`src/verilog/ext_irq_pkg.sv`:
```
// Constants, register map and types for the external pin interrupt front end
package ext_irq_pkg;

    ////////////////////////////////////////////////////////////////////////
    // Sizes
    localparam int ADDR_W        = 8;
    localparam int DATA_W        = 32;
    localparam int PORT_PINS     = 16;
    localparam int GROUP_PINS    = 8;
    localparam int DED_PINS      = 6;
    localparam int SENSE_CODE_W  = 2;
    localparam int FLAG_W        = 8;
    localparam int SYNC_STAGES   = 2;

    ////////////////////////////////////////////////////////////////////////
    // Register byte offsets
    localparam logic [ADDR_W-1:0] SENSE_SEL_OFS  = 8'h00;
    localparam logic [ADDR_W-1:0] PIN_EN_OFS     = 8'h04;
    localparam logic [ADDR_W-1:0] REQ_FLAGS_OFS  = 8'h08;
    localparam logic [ADDR_W-1:0] DED_SENSE_OFS  = 8'h0C;
    localparam logic [ADDR_W-1:0] EVT_STAT_OFS   = 8'h10;
    localparam logic [ADDR_W-1:0] EVT_MASK_OFS   = 8'h14;

    ////////////////////////////////////////////////////////////////////////
    // Reset values
    localparam logic [PORT_PINS-1:0]  SENSE_SEL_RST = 16'h0000;
    localparam logic [PORT_PINS-1:0]  PIN_EN_RST    = 16'h0000;
    localparam logic [FLAG_W-1:0]     REQ_FLAGS_RST = 8'h00;
    localparam logic [DED_PINS*SENSE_CODE_W-1:0] DED_SENSE_RST = 12'h000;
    localparam logic [FLAG_W-1:0]     EVT_STAT_RST  = 8'h00;
    localparam logic [FLAG_W-1:0]     EVT_MASK_RST  = 8'h00;
    localparam logic [DATA_W-1:0]     RD_DATA_RST   = 32'h0000_0000;
    localparam logic [DED_PINS-1:0]   DED_IDLE      = 6'h3F;
    localparam logic [PORT_PINS-1:0]  PORT_IDLE     = 16'hFFFF;

    ////////////////////////////////////////////////////////////////////////
    // Field positions in the request flag register
    localparam int LOW_GROUP_BIT  = 7;
    localparam int HIGH_GROUP_BIT = 6;
    localparam int DED_FLAG_LSB   = 0;

    ////////////////////////////////////////////////////////////////////////
    // Sense codes of a dedicated request pin
    typedef enum logic [1:0]
    {
        SENSE_FALL = 2'b00,
        SENSE_RISE = 2'b01,
        SENSE_LOW  = 2'b10,
        SENSE_RSVD = 2'b11
    } ded_sense_type;

endpackage

```
`src/verilog/ext_irq_pin_sense_flags.sv`:
```
// External interrupt pin sense, enable and request flag front end
//
// Function
// - Each port pin has a sense bit: 0 low level, 1 high level.
// - Sense and enable registers reset to zero, kept through standby.
// - Port pin request accepted only while its enable bit is one.
// - Flag bit 7 is read-only, one while pins 0 to 7 request.
// - Flag bit 6 is read-only, one while pins 8 to 15 request.
// - Flag bits 5 to 0 show requests on dedicated pins 5 to 0.
// - Dedicated flags accept only a written zero, which clears them except in low level mode.
// - Edge mode latches the request until software clears the flag.
// - The request flag register resets to zero, kept through standby.
// - Dedicated sense code: 00 fall, 01 rise, 10 low, 11 reserved.
//
// Design decisions made here: strobed register access and the address map.
module ext_irq_pin_sense_flags
    import ext_irq_pkg::*;
(
    input  wire logic                 core_clk,
    input  wire logic                 rst_n,
    input  wire logic [ADDR_W-1:0]    addr,
    input  wire logic [DATA_W-1:0]    wr_data,
    input  wire logic                 wr_en,
    input  wire logic                 rd_en,
    output logic      [DATA_W-1:0]    rd_data,
    input  wire logic [PORT_PINS-1:0] port_irq_pin,
    input  wire logic [DED_PINS-1:0]  dedicated_req_pin,
    output logic      [FLAG_W-1:0]    external_request_flags,
    output logic                      irq
);

    ////////////////////////////////////////////////////////////////////////
    // Declarations
    logic [PORT_PINS-1:0]             port_pin_sense_select_q;
    logic [PORT_PINS-1:0]             port_pin_irq_enable_q;
    logic [DED_PINS*SENSE_CODE_W-1:0] ded_sense_q;
    logic [FLAG_W-1:0]                flags_q;
    logic [FLAG_W-1:0]                flags_d;
    logic [FLAG_W-1:0]                evt_stat_q;
    logic [FLAG_W-1:0]                evt_stat_d;
    logic [FLAG_W-1:0]                evt_mask_q;
    logic [DATA_W-1:0]                rd_data_q;
    logic [DATA_W-1:0]                rd_data_d;
    logic                             irq_q;
    logic [PORT_PINS-1:0]             port_pin_s;
    logic [DED_PINS-1:0]              ded_pin_s;
    logic [DED_PINS-1:0]              ded_prev_q;
    logic                             armed_q;
    logic [PORT_PINS-1:0]             port_active;
    logic [DED_PINS-1:0]              ded_hit;
    logic [DED_PINS-1:0]              ded_level;
    logic [DED_PINS-1:0]              ded_flags_d;
    logic                             wr_sense;
    logic                             wr_enable;
    logic                             wr_flags;
    logic                             wr_ded_sense;
    logic                             wr_stat;
    logic                             wr_mask;
    logic [DED_PINS-1:0]              ded_clear;

    ////////////////////////////////////////////////////////////////////////
    // Pin synchronisers
    pin_sync
    #(
        .WIDTH     (PORT_PINS),
        .RESET_VAL (PORT_IDLE)
    )
    u_port_sync
    (
        .core_clk (core_clk),
        .rst_n    (rst_n),
        .async_in (port_irq_pin),
        .sync_out (port_pin_s)
    );

    pin_sync
    #(
        .WIDTH     (DED_PINS),
        .RESET_VAL (DED_IDLE)
    )
    u_ded_sync
    (
        .core_clk (core_clk),
        .rst_n    (rst_n),
        .async_in (dedicated_req_pin),
        .sync_out (ded_pin_s)
    );

    ////////////////////////////////////////////////////////////////////////
    // Write decode
    always_comb
    begin
        wr_sense     = wr_en && (addr == SENSE_SEL_OFS);
        wr_enable    = wr_en && (addr == PIN_EN_OFS);
        wr_flags     = wr_en && (addr == REQ_FLAGS_OFS);
        wr_ded_sense = wr_en && (addr == DED_SENSE_OFS);
        wr_stat      = wr_en && (addr == EVT_STAT_OFS);
        wr_mask      = wr_en && (addr == EVT_MASK_OFS);
    end

    ////////////////////////////////////////////////////////////////////////
    // Configuration registers; only reset clears them, standby does not
    always_ff @(posedge core_clk or negedge rst_n)
    begin
        if (!rst_n)
        begin
            port_pin_sense_select_q <= SENSE_SEL_RST;
        end
        else if (wr_sense)
        begin
            port_pin_sense_select_q <= wr_data[PORT_PINS-1:0];
        end
    end

    always_ff @(posedge core_clk or negedge rst_n)
    begin
        if (!rst_n)
        begin
            port_pin_irq_enable_q <= PIN_EN_RST;
        end
        else if (wr_enable)
        begin
            port_pin_irq_enable_q <= wr_data[PORT_PINS-1:0];
        end
    end

    always_ff @(posedge core_clk or negedge rst_n)
    begin
        if (!rst_n)
        begin
            ded_sense_q <= DED_SENSE_RST;
        end
        else if (wr_ded_sense)
        begin
            ded_sense_q <= wr_data[DED_PINS*SENSE_CODE_W-1:0];
        end
    end

    ////////////////////////////////////////////////////////////////////////
    // Port pin level match and enable gating
    always_comb
    begin
        // Pin requests when its level equals the selected sense bit
        port_active = ~(port_pin_s ^ port_pin_sense_select_q)
                    & port_pin_irq_enable_q;
    end

    ////////////////////////////////////////////////////////////////////////
    // Edge detector priming; avoids a false edge from the reset value
    always_ff @(posedge core_clk or negedge rst_n)
    begin
        if (!rst_n)
        begin
            ded_prev_q <= DED_IDLE;
        end
        else
        begin
            ded_prev_q <= ded_pin_s;
        end
    end

    always_ff @(posedge core_clk or negedge rst_n)
    begin
        if (!rst_n)
        begin
            armed_q <= 1'b0;
        end
        else
        begin
            armed_q <= 1'b1;
        end
    end

    ////////////////////////////////////////////////////////////////////////
    // Dedicated pin detection per sense code
    always_comb
    begin
        ded_hit   = '0;
        ded_level = '0;
        for (int i = 0; i < DED_PINS; i++)
        begin
            case (ded_sense_type'(ded_sense_q[i*SENSE_CODE_W +:
                                              SENSE_CODE_W]))
                SENSE_FALL:
                begin
                    ded_hit[i] = armed_q && ded_prev_q[i] && !ded_pin_s[i];
                end
                SENSE_RISE:
                begin
                    ded_hit[i] = armed_q && !ded_prev_q[i] && ded_pin_s[i];
                end
                SENSE_LOW:
                begin
                    ded_level[i] = 1'b1;
                end
                // Reserved code detects nothing; flag holds until a written zero clears it
                default:
                begin
                    ded_hit[i] = 1'b0;
                end
            endcase
        end
    end

    ////////////////////////////////////////////////////////////////////////
    // Request flag next value
    always_comb
    begin
        // Only a written zero clears; a written one is ignored
        ded_clear = wr_flags ? ~wr_data[DED_FLAG_LSB +: DED_PINS]
                             : '0;
        for (int i = 0; i < DED_PINS; i++)
        begin
            if (ded_level[i])
            begin
                // Low level mode follows the pin itself
                ded_flags_d[i] = !ded_pin_s[i];
            end
            else
            begin
                // Edge held until cleared; a new edge beats the clear
                ded_flags_d[i] = ded_hit[i]
                    || (flags_q[DED_FLAG_LSB + i] && !ded_clear[i]);
            end
        end
        flags_d = REQ_FLAGS_RST;
        flags_d[LOW_GROUP_BIT]  = |port_active[GROUP_PINS-1:0];
        flags_d[HIGH_GROUP_BIT] =
            |port_active[PORT_PINS-1:GROUP_PINS];
        flags_d[DED_FLAG_LSB +: DED_PINS] = ded_flags_d;
    end

    // Group bits are status only, writes never reach them
    always_ff @(posedge core_clk or negedge rst_n)
    begin
        if (!rst_n)
        begin
            flags_q <= REQ_FLAGS_RST;
        end
        else
        begin
            flags_q <= flags_d;
        end
    end

    ////////////////////////////////////////////////////////////////////////
    // Event status, mask and interrupt line
    always_comb
    begin
        // Rising flag sets a sticky bit; set wins over write-one clear
        evt_stat_d = evt_stat_q;
        if (wr_stat)
        begin
            evt_stat_d = evt_stat_q & ~wr_data[FLAG_W-1:0];
        end
        evt_stat_d = evt_stat_d | (flags_d & ~flags_q);
    end

    always_ff @(posedge core_clk or negedge rst_n)
    begin
        if (!rst_n)
        begin
            evt_stat_q <= EVT_STAT_RST;
        end
        else
        begin
            evt_stat_q <= evt_stat_d;
        end
    end

    always_ff @(posedge core_clk or negedge rst_n)
    begin
        if (!rst_n)
        begin
            evt_mask_q <= EVT_MASK_RST;
        end
        else if (wr_mask)
        begin
            evt_mask_q <= wr_data[FLAG_W-1:0];
        end
    end

    always_ff @(posedge core_clk or negedge rst_n)
    begin
        if (!rst_n)
        begin
            irq_q <= 1'b0;
        end
        else
        begin
            irq_q <= |(evt_stat_d & evt_mask_q);
        end
    end

    ////////////////////////////////////////////////////////////////////////
    // Read path; data valid the cycle after the strobe, zero otherwise
    always_comb
    begin
        rd_data_d = RD_DATA_RST;
        if (rd_en)
        begin
            case (addr)
                SENSE_SEL_OFS:
                begin
                    rd_data_d[PORT_PINS-1:0] = port_pin_sense_select_q;
                end
                PIN_EN_OFS:
                begin
                    rd_data_d[PORT_PINS-1:0] = port_pin_irq_enable_q;
                end
                REQ_FLAGS_OFS:
                begin
                    rd_data_d[FLAG_W-1:0] = flags_q;
                end
                DED_SENSE_OFS:
                begin
                    rd_data_d[DED_PINS*SENSE_CODE_W-1:0] = ded_sense_q;
                end
                EVT_STAT_OFS:
                begin
                    rd_data_d[FLAG_W-1:0] = evt_stat_q;
                end
                EVT_MASK_OFS:
                begin
                    rd_data_d[FLAG_W-1:0] = evt_mask_q;
                end
                default:
                begin
                    rd_data_d = RD_DATA_RST;
                end
            endcase
        end
    end

    always_ff @(posedge core_clk or negedge rst_n)
    begin
        if (!rst_n)
        begin
            rd_data_q <= RD_DATA_RST;
        end
        else
        begin
            rd_data_q <= rd_data_d;
        end
    end

    ////////////////////////////////////////////////////////////////////////
    // Outputs
    assign rd_data                = rd_data_q;
    assign external_request_flags = flags_q;
    assign irq                    = irq_q;

endmodule

```
`src/verilog/pin_sync.sv`:
```
// Two flip-flop synchroniser for a bundle of pin inputs
module pin_sync
    import ext_irq_pkg::*;
#(
    parameter int               WIDTH     = 1,
    parameter logic [WIDTH-1:0] RESET_VAL = '0
)
(
    input  wire logic             core_clk,
    input  wire logic             rst_n,
    input  wire logic [WIDTH-1:0] async_in,
    output logic      [WIDTH-1:0] sync_out
);

    logic [WIDTH-1:0] stage1_q;
    logic [WIDTH-1:0] stage2_q;

    // First stage feeds only the second stage
    always_ff @(posedge core_clk or negedge rst_n)
    begin
        if (!rst_n)
        begin
            stage1_q <= RESET_VAL;
            stage2_q <= RESET_VAL;
        end
        else
        begin
            stage1_q <= async_in;
            stage2_q <= stage1_q;
        end
    end

    assign sync_out = stage2_q;

endmodule
```
`config.mk`:
```
export PLATFORM = sky130hd
export DESIGN_NAME = ext_irq_pin_sense_flags
export DESIGN_NICKNAME = d
export VERILOG_FILES = /design/src/verilog/ext_irq_pkg.sv /design/src/verilog/ext_irq_pin_sense_flags.sv /design/src/verilog/pin_sync.sv
export SDC_FILE = /design/constraint.sdc
export NUM_CORES = 1
export LEC_CHECK = 0
export ABC_AREA = 1
export ABC_CLOCK_PERIOD_IN_PS = 2200
export BUFFER_PORTS_ARGS = -buffer_cell sky130_fd_sc_hd__buf_2
export CAP_MARGIN = 25
export CORE_ASPECT_RATIO = 0.8
export CORE_MARGIN = 2
export CORE_UTILIZATION = 30
export CTS_CLUSTER_DIAMETER = 120
export DETAILED_ROUTE_END_ITERATION = 10
export SLEW_MARGIN = 25
export SYNTH_ARGS = -nofsm -noshare
export SYNTH_HDL_FRONTEND = slang
export SYNTH_SLANG_ARGS = --single-unit
```
`constraint.sdc`:
```
create_clock -name core_clk -period 2.2 [get_ports core_clk]
set_input_delay 0.11 -clock core_clk [delete_from_list [all_inputs] [get_ports core_clk]]
set_output_delay 0.11 -clock core_clk [all_outputs]
set_load 0.1 [all_outputs]
```
==> results of run 1 <==
[through the flow]
stage / hold WS, ps / setup WS (ps) / power (W) / util [%] / instance area [um^2]
floorplan: -186 / 555 / 0.00340 / - / 5900
global placement: 115 / 430 / 0.00361 / 34.0 / 6470
detailed placement: 110 / 400 / 0.00362 / 34.0 / 6470
CTS: 4.96 / 451 / 0.00659 / 39.2 / 7450
global route: 25.6 / 343 / 0.00680 / 39.2 / 7450
finish: 6.68 / 457 / 0.00651 / 39.2 / 7450
[state kept, by name, summed over array words and instances, names as in the netlist]
| name | flops |
|---|---|
| u_port_sync.stage1_q | 16 |
| rd_data | 16 |
| ded_prev_q | 6 |
| u_ded_sync.sync_out | 6 |
| evt_mask_q | 8 |
| port_pin_irq_enable_q | 16 |
| external_request_flags | 8 |
| ded_sense_q | 12 |
| evt_stat_q | 8 |
| u_ded_sync.stage1_q | 6 |
| armed_q | 1 |
| irq | 1 |
| port_pin_sense_select_q | 16 |
| u_port_sync.sync_out | 16 |
[cell usage in the layout (no fill, tap or decap), types with 4 or more instances in the layout]
master         instances
nand2_1              167
inv_1                 91
dfrtp_1               86
buf_2                 73
o21ai_0               67
dfstp_2               50
dlygate4sd3_1         38
nand3_1               23
nor2_1                23
o21ai_1               19
conb_1                17
clkbuf_16             17
a21oi_1               16
buf_4                 12
nor3_1                11
nand2_2                7
nor2_4                 6
o21ai_2                6
clkinv_4               4
[power groups by stage]
stage	logic [W]	registers (W)	clock network (W)
floorplan	0.000374	0.00302	0
global placement	0.000791	0.00282	0
detailed placement	0.000796	0.00282	0
CTS	0.000851	0.00278	0.00295
global route	0.000919	0.00280	0.00308
finish	0.000843	0.00279	0.00288
[final cells by class]
class,instances,area [um^2],area share [%]
Clock inverter,11,150,2.02
Timing Repair Buffer,125,867,11.6
Inverter,94,353,4.74
Tap cell,258,323,4.33
Clock buffer,21,450,6.05
Multi-Input combinational cell,386,1840,24.7
Sequential cell,136,3470,46.5
[routing by layer]
metal | vias up | wire length, um
li1 | 2210 | -
met1 | 2081 | 6920
met2 | 108 | 6410
met3 | 12 | 731
met4 | 0 | 156
met5 | - | 0
[cell families after synthesis]
family                 count (synthesis)  share of synthesized area, %
AOI/OAI and AO/OA                    115                          10.6
buffers and inverters                126                          10.1
DFF                                  136                          59.3
other                                  2                         0.129
and+or+nand+nor                      254                          19.8
[worst max-delay path, cell delays in order (launching register included)]
cell     delay (ps)
dfrtp_1         420
inv_1           290
o21ai_0         150
a21oi_1         210
nand2_2          80
nand2_1          90
nand2_1          80
nand2_1          60
nand2_1          70
nor2_1          120
nand2_1          80
[what timing repair did]
item                                    in CTS  in global routing
hold endpoints to repair                    70                  0
setup buffers                                0                  0
endpoints found under the setup margin       0                  0
hold buffers                                38                  0
[path summary, 6_finish.rpt]
path / start / endpoint / cells after the start
worst min-delay path: wr_data[8] / ded_sense_q[8] / 3
max in group asynchronous: rst_n / u_port_sync.sync_out[0] / 3
worst max-delay path: armed_q / irq / 10
worst min register to register: u_port_sync.stage1_q[12] / u_port_sync.sync_out[12] / 0
min in group asynchronous: rst_n / rd_data[4] / 2
worst max register to register: armed_q / irq / 10
==> qor.csv, run 1 <==
stage,metric,value,unit
run_status,status,"finished, final reports clean",
sta,fin_crit_sh,79.2,%
layout,nets,826,
placed_design,place_inst,961,
routing,drt_wl_total,14200,um
sta,fin_skew,12.4,ps
cts,clock_sinks,136,
cts,clockRootBuffer,clkbuf_16,
logic_synthesis,ys_ff_latch,136,
cts,cts_resized,0,
hold_path,worstHoldPathType,input port to flip-flop,
floorplan,die_y,129,um
logic_synthesis,synth_area_leaders,"dfrtp_1, dfstp_2, nand2_1",
critical_path,worstPathMaxFanout,8,
routing,firstDrtPassIters,5,
sta,worst_slew_margin_rel,60.6,%
sta,worst_pin_slew,590,ps
sta,grt_setup_unrepaired,no,
grt,grt_max_degree,55,
grt,met3_usage,4.06,%
sta,final-setup-viol-count,0,
logic_synthesis,syn_inst,633,
placed_design,dp_hpwl,9990,um
layout,fin_cells,1031,
routing,vias_per_cell,4.28,
power,switching_share,27.8,%
layout,diodes,0,
layout,drive_gt1_share,26.0,%
layout,synthToLayoutAreaGrowth,27.6,%
logic_synthesis,synth_top_area_cell,dfrtp_1,
power,intPower,0.00470,W
sta,setup_tns,0,ps
sta,timing.fmax,0.574,GHz
grt,grt_pass1_wl,22800,um
floorplan,fp.dieW,160,um
floorplan,rows,45,
grt,grt.total_usage,14.6,%
layout,fillers,1967,
cts,clkTransAtPathRegs,60,ps
logic_synthesis,yosys-top-cells-count,"nand2_1, inv_1, dfrtp_1, o21ai_0, dfstp_2",
sta,slew_violations,0,
logic_synthesis,syn_area,5840,um^2
cts,clockBufferDepth,2,
routing,num_vias,4411,
grt,antenna_found_initial,0,
power,switchingPower,0.00181,W
routing,drc,0,
floorplan,start_util,30.7,%
critical_path,arrival,2050,ps
logic_synthesis,ys.flop_type,dfrtp_1,
power,pwr-share-comb,12.9,%
critical_path,critical_path_class,flip-flop to flip-flop,
grt,grt_busiest_layer,met2,
critical_path,critPathLaunchType,flip-flop,
critical_path,end_kind,flip-flop,
cts,h-tree-depth,4,
sta,hold_violations,0,
power,p_leak,3.53,nW
floorplan,core,19000,um^2
logic_synthesis,postSynthAreaPerCell,9.23,um^2
routing,dr.first_iter.drc_count,345,
placed_design,io_buffers,74,
grt,grt_pass1_vias,4297,
power,power_frac_seq,42.8,%
run,drv_cap,0,
cts,insertion_delay,420,ps
power,vdd_ir_drop_max,0.490,mV
power,clock_power_share,44.3,%
grt,grt.overflow.total,0,
cts,numCtsBuffers,17,
critical_path,rrSetupSlack,460,ps
sta,layout_min_cycle_time,1740,ps
placed_design,place_congestion,0.795,
floorplan,die-area,20600,um^2
logic_synthesis,synth_edf_count,0,
routing,wl_per_cell,13.8,um
logic_synthesis,seq_area_frac_synth,59.3,%
power,p_per_area,874,nW/um^2
critical_path,cp_data_required_time,2510,ps
logic_synthesis,yosysMostFrequentCell,nand2_1,
grt,grt_use_met1,20.0,%
floorplan,io_pins,107,
grt,met2_usage,22.6,%
routing,ant_nets,0,
logic_synthesis,async_flop_share,100,%
logic_synthesis,netlist.area_leader.share,36.8,%
logic_synthesis,synth.distinct_cells,35,
logic_synthesis,yosysWarnings,0,
cts,cts_tree,built,
Note: power is estimated with default switching activity, not from simulation.
==> run 2: changes to the inputs <==
Settings changed: ABC_AREA 1 to 0, ABC_CLOCK_PERIOD_IN_PS 2200 to 1550.
Clock period 2.2 ns to 1.55 ns, I/O delays scaled along.
==> run 2 against run 1 <==
Effect of this change: combinational power increased by 51%; worst setup slack got worse by 610 ps; synthesized cell count shrank 32%; register-to-register slack worse by 610 ps; critical path depth decreased by 4; fmax increased by 2.1%; the run now ends with negative setup slack left; clock power rose by 50%; largest cell class unchanged.
==> qor.csv, run 2 <==
stage,metric,value,unit,change
cts,insertion_delay,410,ps,about the same
sta,worst_slew_margin_rel,49.6,%,-11 points
routing,num_vias,4087,,-7.3%
power,p_leak,3.51,nW,-0.65%
placed_design,io_buffers,74,,unchanged
cts,clockRootBuffer,clkbuf_16,,
logic_synthesis,synth_top_area_cell,dfrtp_1,,
critical_path,critical_path_class,flip-flop to flip-flop,,
sta,timing.fmax,0.586,GHz,+2.1%
critical_path,worstPathMaxFanout,7,,-1
grt,antenna_found_initial,0,,unchanged
layout,fin_cells,874,,-15%
placed_design,place_congestion,0.910,,+14%
sta,fin_crit_sh,110,%,+31 points
hold_path,worstHoldPathType,input port to flip-flop,,
logic_synthesis,synth_top_family_by_area,compound AO/OA/AOI/OAI gates,,
critical_path,critPathLaunchType,flip-flop,,
grt,grt.overflow.total,0,,unchanged
critical_path,endpoint,irq,,
cts,h-tree-depth,4,,unchanged
layout,layout_commonest_cell,dfrtp_1,,
routing,wl_per_cell,16.2,um,+18%
sta,grt_setup_unrepaired,yes,,
cts,clockBufferDepth,2,,unchanged
critical_path,r2r-start,armed_q,,
sta,slew_violations,0,,unchanged
run,drv_cap,0,,unchanged
floorplan,fp.dieW,157,um,-1.9%
logic_synthesis,yosysWarnings,0,,unchanged
sta,fin_skew,7.69,ps,-4.69 ps
floorplan,die_y,126,um,-1.9%
logic_synthesis,synth_fa_ha_area_share,0,%,unchanged
routing,dr.first_iter.drc_count,273,,-21%
critical_path,cp_slowest_stage_delay,450,ps,+30 ps
logic_synthesis,synth_edf_count,0,,unchanged
floorplan,core,18200,um^2,-4.2%
sta,hold_ws,29.2,ps,+22.6 ps
critical_path,timing.rr.end,irq,,
sta,worst_pin_slew,751,ps,+161 ps
sta,post-route-worst-setup-slack,-158,ps,-614 ps
layout,layout_common_cells,"dfrtp_1, buf_2, buf_4, dfstp_2, mux2_2",,
cts,clock_sinks,136,,unchanged
run_status,violations,negative setup slack,,
logic_synthesis,netlist.area_leader.share,38.4,%,+1.5 points
logic_synthesis,yosys-top-cells-count,"dfrtp_1, dfstp_2, mux2_2, nand2_1, a22oi_1",,
critical_path,cp.depth,6,,-4
routing,vias_per_cell,4.68,,+9.3%
logic_synthesis,syn_area,5610,um^2,-3.9%
grt,grt_max_degree,41,,-25%
placed_design,dp_hpwl,10100,um,+1.5%
sta,final-setup-viol-count,1,,+1
floorplan,io_pins,107,,unchanged
layout,fillers,1676,,-15%
grt,grt.total_usage,15.1,%,+0.45 points
cts,clkTransAtPathRegs,60,ps,about the same
logic_synthesis,yosys.area_share.xor_xnor,2.50,%,+2.5 points
critical_path,r2r_cells,6,,-4
critical_path,end_kind,flip-flop,,
critical_path,cpMaxStageDelayCell,dfrtp_2,,
logic_synthesis,ys.flop_type,dfrtp_1,,
logic_synthesis,postSynthAreaPerCell,13.0,um^2,+40%
run_status,status,"finished, violations left",,
logic_synthesis,synth.distinct_cells,49,,+40%
placed_design,pre_cts_ws,-436,ps,-836 ps
power,power,0.00956,W,+47%
cts,numCtsBuffers,17,,unchanged
logic_synthesis,async_flop_share,100,%,unchanged
critical_path,cp_data_required_time,1820,ps,-690 ps
logic_synthesis,synth_area_leaders,"dfrtp_1, dfstp_2, mux2_2",,
logic_synthesis,syn_inst,433,,-32%
layout,nets,674,,-18%
routing,firstDrtPassIters,4,,-1
layout,drive_gt1_share,46.9,%,+21 points
critical_path,arrival,1980,ps,-70 ps
cts,cts_tree,built,,
critical_path,critPathBufInv,1,,unchanged
layout,synthToLayoutAreaGrowth,39.4,%,
routing,drc,0,,unchanged
routing,drt_wl_total,14200,um,-0.36%
sta,setup_tns,-158,ps,-158 ps
logic_synthesis,seq_area_frac_synth,61.8,%,+2.4 points
critical_path,crit_family,compound AO/OA/AOI/OAI gates,,
sta,hold_violations,0,,unchanged
hold_path,holdPathStages,2,,-1
placed_design,place_inst,802,,-17%
floorplan,start_util,30.8,%,+0.098 points
grt,grt_pass1_vias,4263,,-0.79%
routing,ant_nets,0,,unchanged
floorplan,rows,44,,-2.2%
floorplan,die-area,19800,um^2,-3.8%
sta,layout_min_cycle_time,1710,ps,-35.7 ps
logic_synthesis,synth-compound-area-share,11.4,%,+0.75 points
logic_synthesis,yosysMostFrequentCell,dfrtp_1,,
critical_path,startpoint,armed_q,,
critical_path,crit_chain,"buf_6, a21o_1, a22oi_2, o32ai_2, nor4_2, nand4_1",,
grt,grt_pass1_wl,22900,um,+0.42%
critical_path,rrSetupSlack,-160,ps,-610 ps
layout,diodes,0,,unchanged
power,vdd_ir_drop_max,0.680,mV,+39%
power,p_per_area,1220,nW/um^2,+40%
logic_synthesis,synthSimpleGateAreaFrac,9.30,%,-11 points
logic_synthesis,ys_ff_latch,136,,unchanged
logic_synthesis,synthMuxAreaShare,10.6,%,+11 points
## run 2: cell types whose count changed after synthesis, sizes merged, moves of 15 or more
| cell | delta |
|---|---|
| xnor2 | +16 |
| mux2 | +45 |
| nor2 | -15 |
| nand2 | -148 |
| inv | -80 |
| o21ai | -70 |
| nand3 | -25 |
| a22oi | +25 |
## run 2: cell families after synthesis
logic type,count (synthesis)
compound gates,89
xor+xnor,16
buf+inv,46
flops,136
mux,54
other cells,2
simple gates,90
## run 2: worst reg2reg max path: cells and delay by family (launching register included)
family	cells	cell delay, ps
and+or+nand+nor	2	380
AOI/OAI and AO/OA	3	580
buffers and inverters	1	150
DFF	1	450
## run 2: through the flow
stage / util [%] / area [um^2]
after global routing: 42.9 / 7820
final: 42.9 / 7820
after CTS: 42.8 / 7790
after global placement: 36.9 / 6730
after detailed placement: 36.9 / 6730
after floorplan: - / 5760
## run 2: per-layer routing
layer	global-route usage (%)	share of wire [%]	vias up
met3	3.59	7.4	10
met1	21.3	45	2015
met5	0	0	-
li1	-	-	1899
met4	4.96	0.86	0
met2	22.8	46	163
## run 2: final cells by class
cell class / instances / area [um^2] / share of cell area [%]
well taps: 253 / 317 / 4.05
flip-flops and latches: 136 / 3470 / 44.4
multi-input cells: 266 / 2080 / 26.6
inverters: 14 / 52.6 / 0.672
clock buffers: 18 / 439 / 5.61
clock inverters: 14 / 198 / 2.53
repair buffers: 173 / 1270 / 16.2
## run 2: timing repair
action / CTS / global route
setup buffers: 3 / 1
hold buffers: 37 / 0
pin swaps: 6 / 8
resized for setup: 8 / 5
setup endpoints to repair: 1 / 3
hold endpoints to repair: 142 / 0
## run 2: where the power goes
group	leakage [nW]	total [W]	switching, W	internal (W)
Clock	0.307	0.00431	0.00156	0.00275
Combinational	1.58	0.00127	0.000854	0.000419
Sequential	1.62	0.00397	0.000175	0.00380
Total	3.51	0.00956	0.00259	0.00697
## run 2: worst min-delay path by stage
stage,start,endpoint,slack [ps]
after global placement,rst_n,rd_data[11],20
final,wr_data[1],port_pin_irq_enable_q[1],30
after floorplan,rst_n,armed_q,-220
after global routing,wr_data[1],port_pin_irq_enable_q[1],20
after detailed placement,rst_n,port_pin_sense_select_q[11],30
after CTS,wr_data[1],port_pin_irq_enable_q[1],10
==> run 3: changes to the inputs <==
Settings changed: REMOVE_ABC_BUFFERS from default to 1.
==> run 3 against run 2 <==
Effect of this change: combinational power about the same; total power decreased by 2.4%; sequential share of layout area decreased by 0.59 points; worst setup slack got worse by 10 ps; non-clock buffer count increased by 16; flip-flop and latch count unchanged; clock-buffer cell count increased by 4; via count increased by 1.3%; clock power decreased by 6.0%; highest routed layer unchanged; the run still ends with negative setup slack left; critical endpoint unchanged; cell count increased by 1.8%; register-to-register slack about the same; design area increased by 1.2%.
==> qor.csv, run 3 (synthesized netlist as in run 2, its figures left out) <==
stage,metric,value,unit,change
sta,slew_violations,0,,unchanged
critical_path,worstPathMaxFanout,3,,-4
hold_path,worstHoldPathType,input port to flip-flop,,
cts,clockRootBuffer,clkbuf_16,,
critical_path,end_kind,flip-flop,,
critical_path,critPathLaunchType,flip-flop,,
layout,final_util,43.5,%,+0.53 points
critical_path,arrival,2010,ps,+30 ps
sta,post-route-worst-setup-slack,-168,ps,-10.0 ps
placed_design,place_inst,815,,+1.6%
grt,grt.total_usage,15.5,%,+0.43 points
routing,drc,0,,unchanged
routing,firstDrtPassIters,4,,unchanged
floorplan,die-area,19800,um^2,unchanged
run_status,status,"finished, violations left",,
critical_path,cp_slowest_stage_delay,430,ps,-20 ps
grt,grt_pass1_wl,23400,um,+2.2%
sta,layout_min_cycle_time,1720,ps,+10.0 ps
floorplan,rows,44,,unchanged
routing,dr.first_iter.drc_count,212,,-22%
critical_path,cp_data_required_time,1840,ps,+20 ps
grt,grt_pass1_vias,4391,,+3.0%
power,p_per_area,1180,nW/um^2,-3.6%
routing,ant_nets,0,,unchanged
placed_design,io_buffers,74,,unchanged
placed_design,dp_hpwl,10600,um,+4.7%
power,p_leak,3.55,nW,+1.2%
layout,diodes,0,,unchanged
power,power,0.00933,W,-2.4%
cts,clkTransAtPathRegs,60,ps,about the same
floorplan,die_y,126,um,unchanged
sta,hold_violations,0,,unchanged
critical_path,critical_path_class,flip-flop to flip-flop,,
critical_path,crit_chain,"buf_6, and4b_1, a22oi_2, o32ai_4, nor4_2, nand4_1",,
cts,clockBufferDepth,2,,unchanged
placed_design,place_congestion,0.886,,-2.7%
cts,clock_sinks,136,,unchanged
routing,drt_wl_total,14700,um,+4.1%
routing,vias_per_cell,4.65,,-0.48%
grt,grt_max_degree,39,,-4.9%
cts,h-tree-depth,4,,unchanged
run,drv_cap,0,,unchanged
sta,fin_skew,5.48,ps,-2.21 ps
floorplan,io_pins,107,,unchanged
floorplan,core,18200,um^2,unchanged
layout,layout_common_cells,"dfrtp_1, buf_2, buf_4, dfstp_2, mux2_2",,
routing,wl_per_cell,16.6,um,+2.2%
grt,antenna_found_initial,0,,unchanged
run_status,violations,negative setup slack,,
hold_path,hp-start,wr_data[1],,
routing,num_vias,4142,,+1.3%
sta,grt_setup_unrepaired,yes,,
sta,final-setup-viol-count,1,,unchanged
layout,nets,690,,+2.4%
critical_path,cpMaxStageDelayCell,dfrtp_2,,
layout,drive_gt1_share,47.3,%,+0.39 points
power,vdd_ir_drop_max,0.771,mV,+13%
sta,setup_tns,-168,ps,-10.0 ps
sta,timing.fmax,0.582,GHz,-0.58%
layout,fin_cells,890,,+1.8%
critical_path,r2r-start,armed_q,,
cts,numCtsBuffers,17,,unchanged
sta,hold_ws,102,ps,+73.1 ps
floorplan,fp.dieW,157,um,unchanged
grt,grt.overflow.total,0,,unchanged
sta,fin_crit_sh,111,%,+0.65 points
layout,layout_commonest_cell,dfrtp_1,,
cts,insertion_delay,420,ps,about the same
critical_path,startpoint,armed_q,,
layout,synthToLayoutAreaGrowth,41.1,%,
cts,cts_tree,built,,
floorplan,start_util,30.8,%,unchanged
-- run 3: area by class of cell --
| type | instances | area, um^2 |
|---|---|---|
| Fill cell | 1679 | 10300 |
| Sequential cell | 136 | 3470 |
| Multi-Input combinational cell | 266 | 2070 |
| Timing Repair Buffer | 189 | 1410 |
| Clock buffer | 22 | 484 |
| Tap cell | 253 | 317 |
| Clock inverter | 10 | 118 |
| Inverter | 14 | 52.6 |
-- run 3: worst max-delay path, delay by kind of cell (launching register included) --
| family | cells | cell delay, ps |
|---|---|---|
| buffers and inverters | 1 | 130 |
| AO/OA/AOI/OAI | 2 | 450 |
| flip-flops | 1 | 430 |
| AND/OR/NAND/NOR | 3 | 580 |
-- run 3: final timing paths --
check	end	slack, ps	cells past startpoint
max in group asynchronous	u_port_sync.stage1_q[1]	730	3
min	port_pin_irq_enable_q[1]	100	3
min reg2reg	u_port_sync.sync_out[4]	350	0
max	irq	-170	6
min in group asynchronous	port_pin_sense_select_q[11]	130	2
max reg2reg	irq	-170	6
-- run 3: metal layers --
metal / up-vias / routed length (um) / track usage, %
met5: - / 0 / 0
met3: 13 / 643 / 4.20
li1: 1924 / - / -
met4: 0 / 137 / 4.21
met2: 97 / 6710 / 23.4
met1: 2108 / 7240 / 22.0
-- run 3: report_power, final --
group | switching, W | internal, W | leakage (nW)
Combinational | 0.000858 | 0.000440 | 1.64
Clock | 0.00151 | 0.00254 | 0.285
Sequential | 0.000185 | 0.00380 | 1.62
-- run 3: timing repair --
action,CTS,global route
setup endpoints to repair,2,18
cloned,0,0
resized for setup,8,15
endpoints found under the hold margin,159,0
pin swaps,6,7
buffers inserted,0,4
hold buffers,39,0
-- run 3: per-stage QoR --
step	setup WS [ps]	instance area [um^2]
floorplan	-630	5480
global placement	-552	6760
detailed placement	-596	6760
CTS	-132	7790
global route	-246	7920
finish	-168	7920
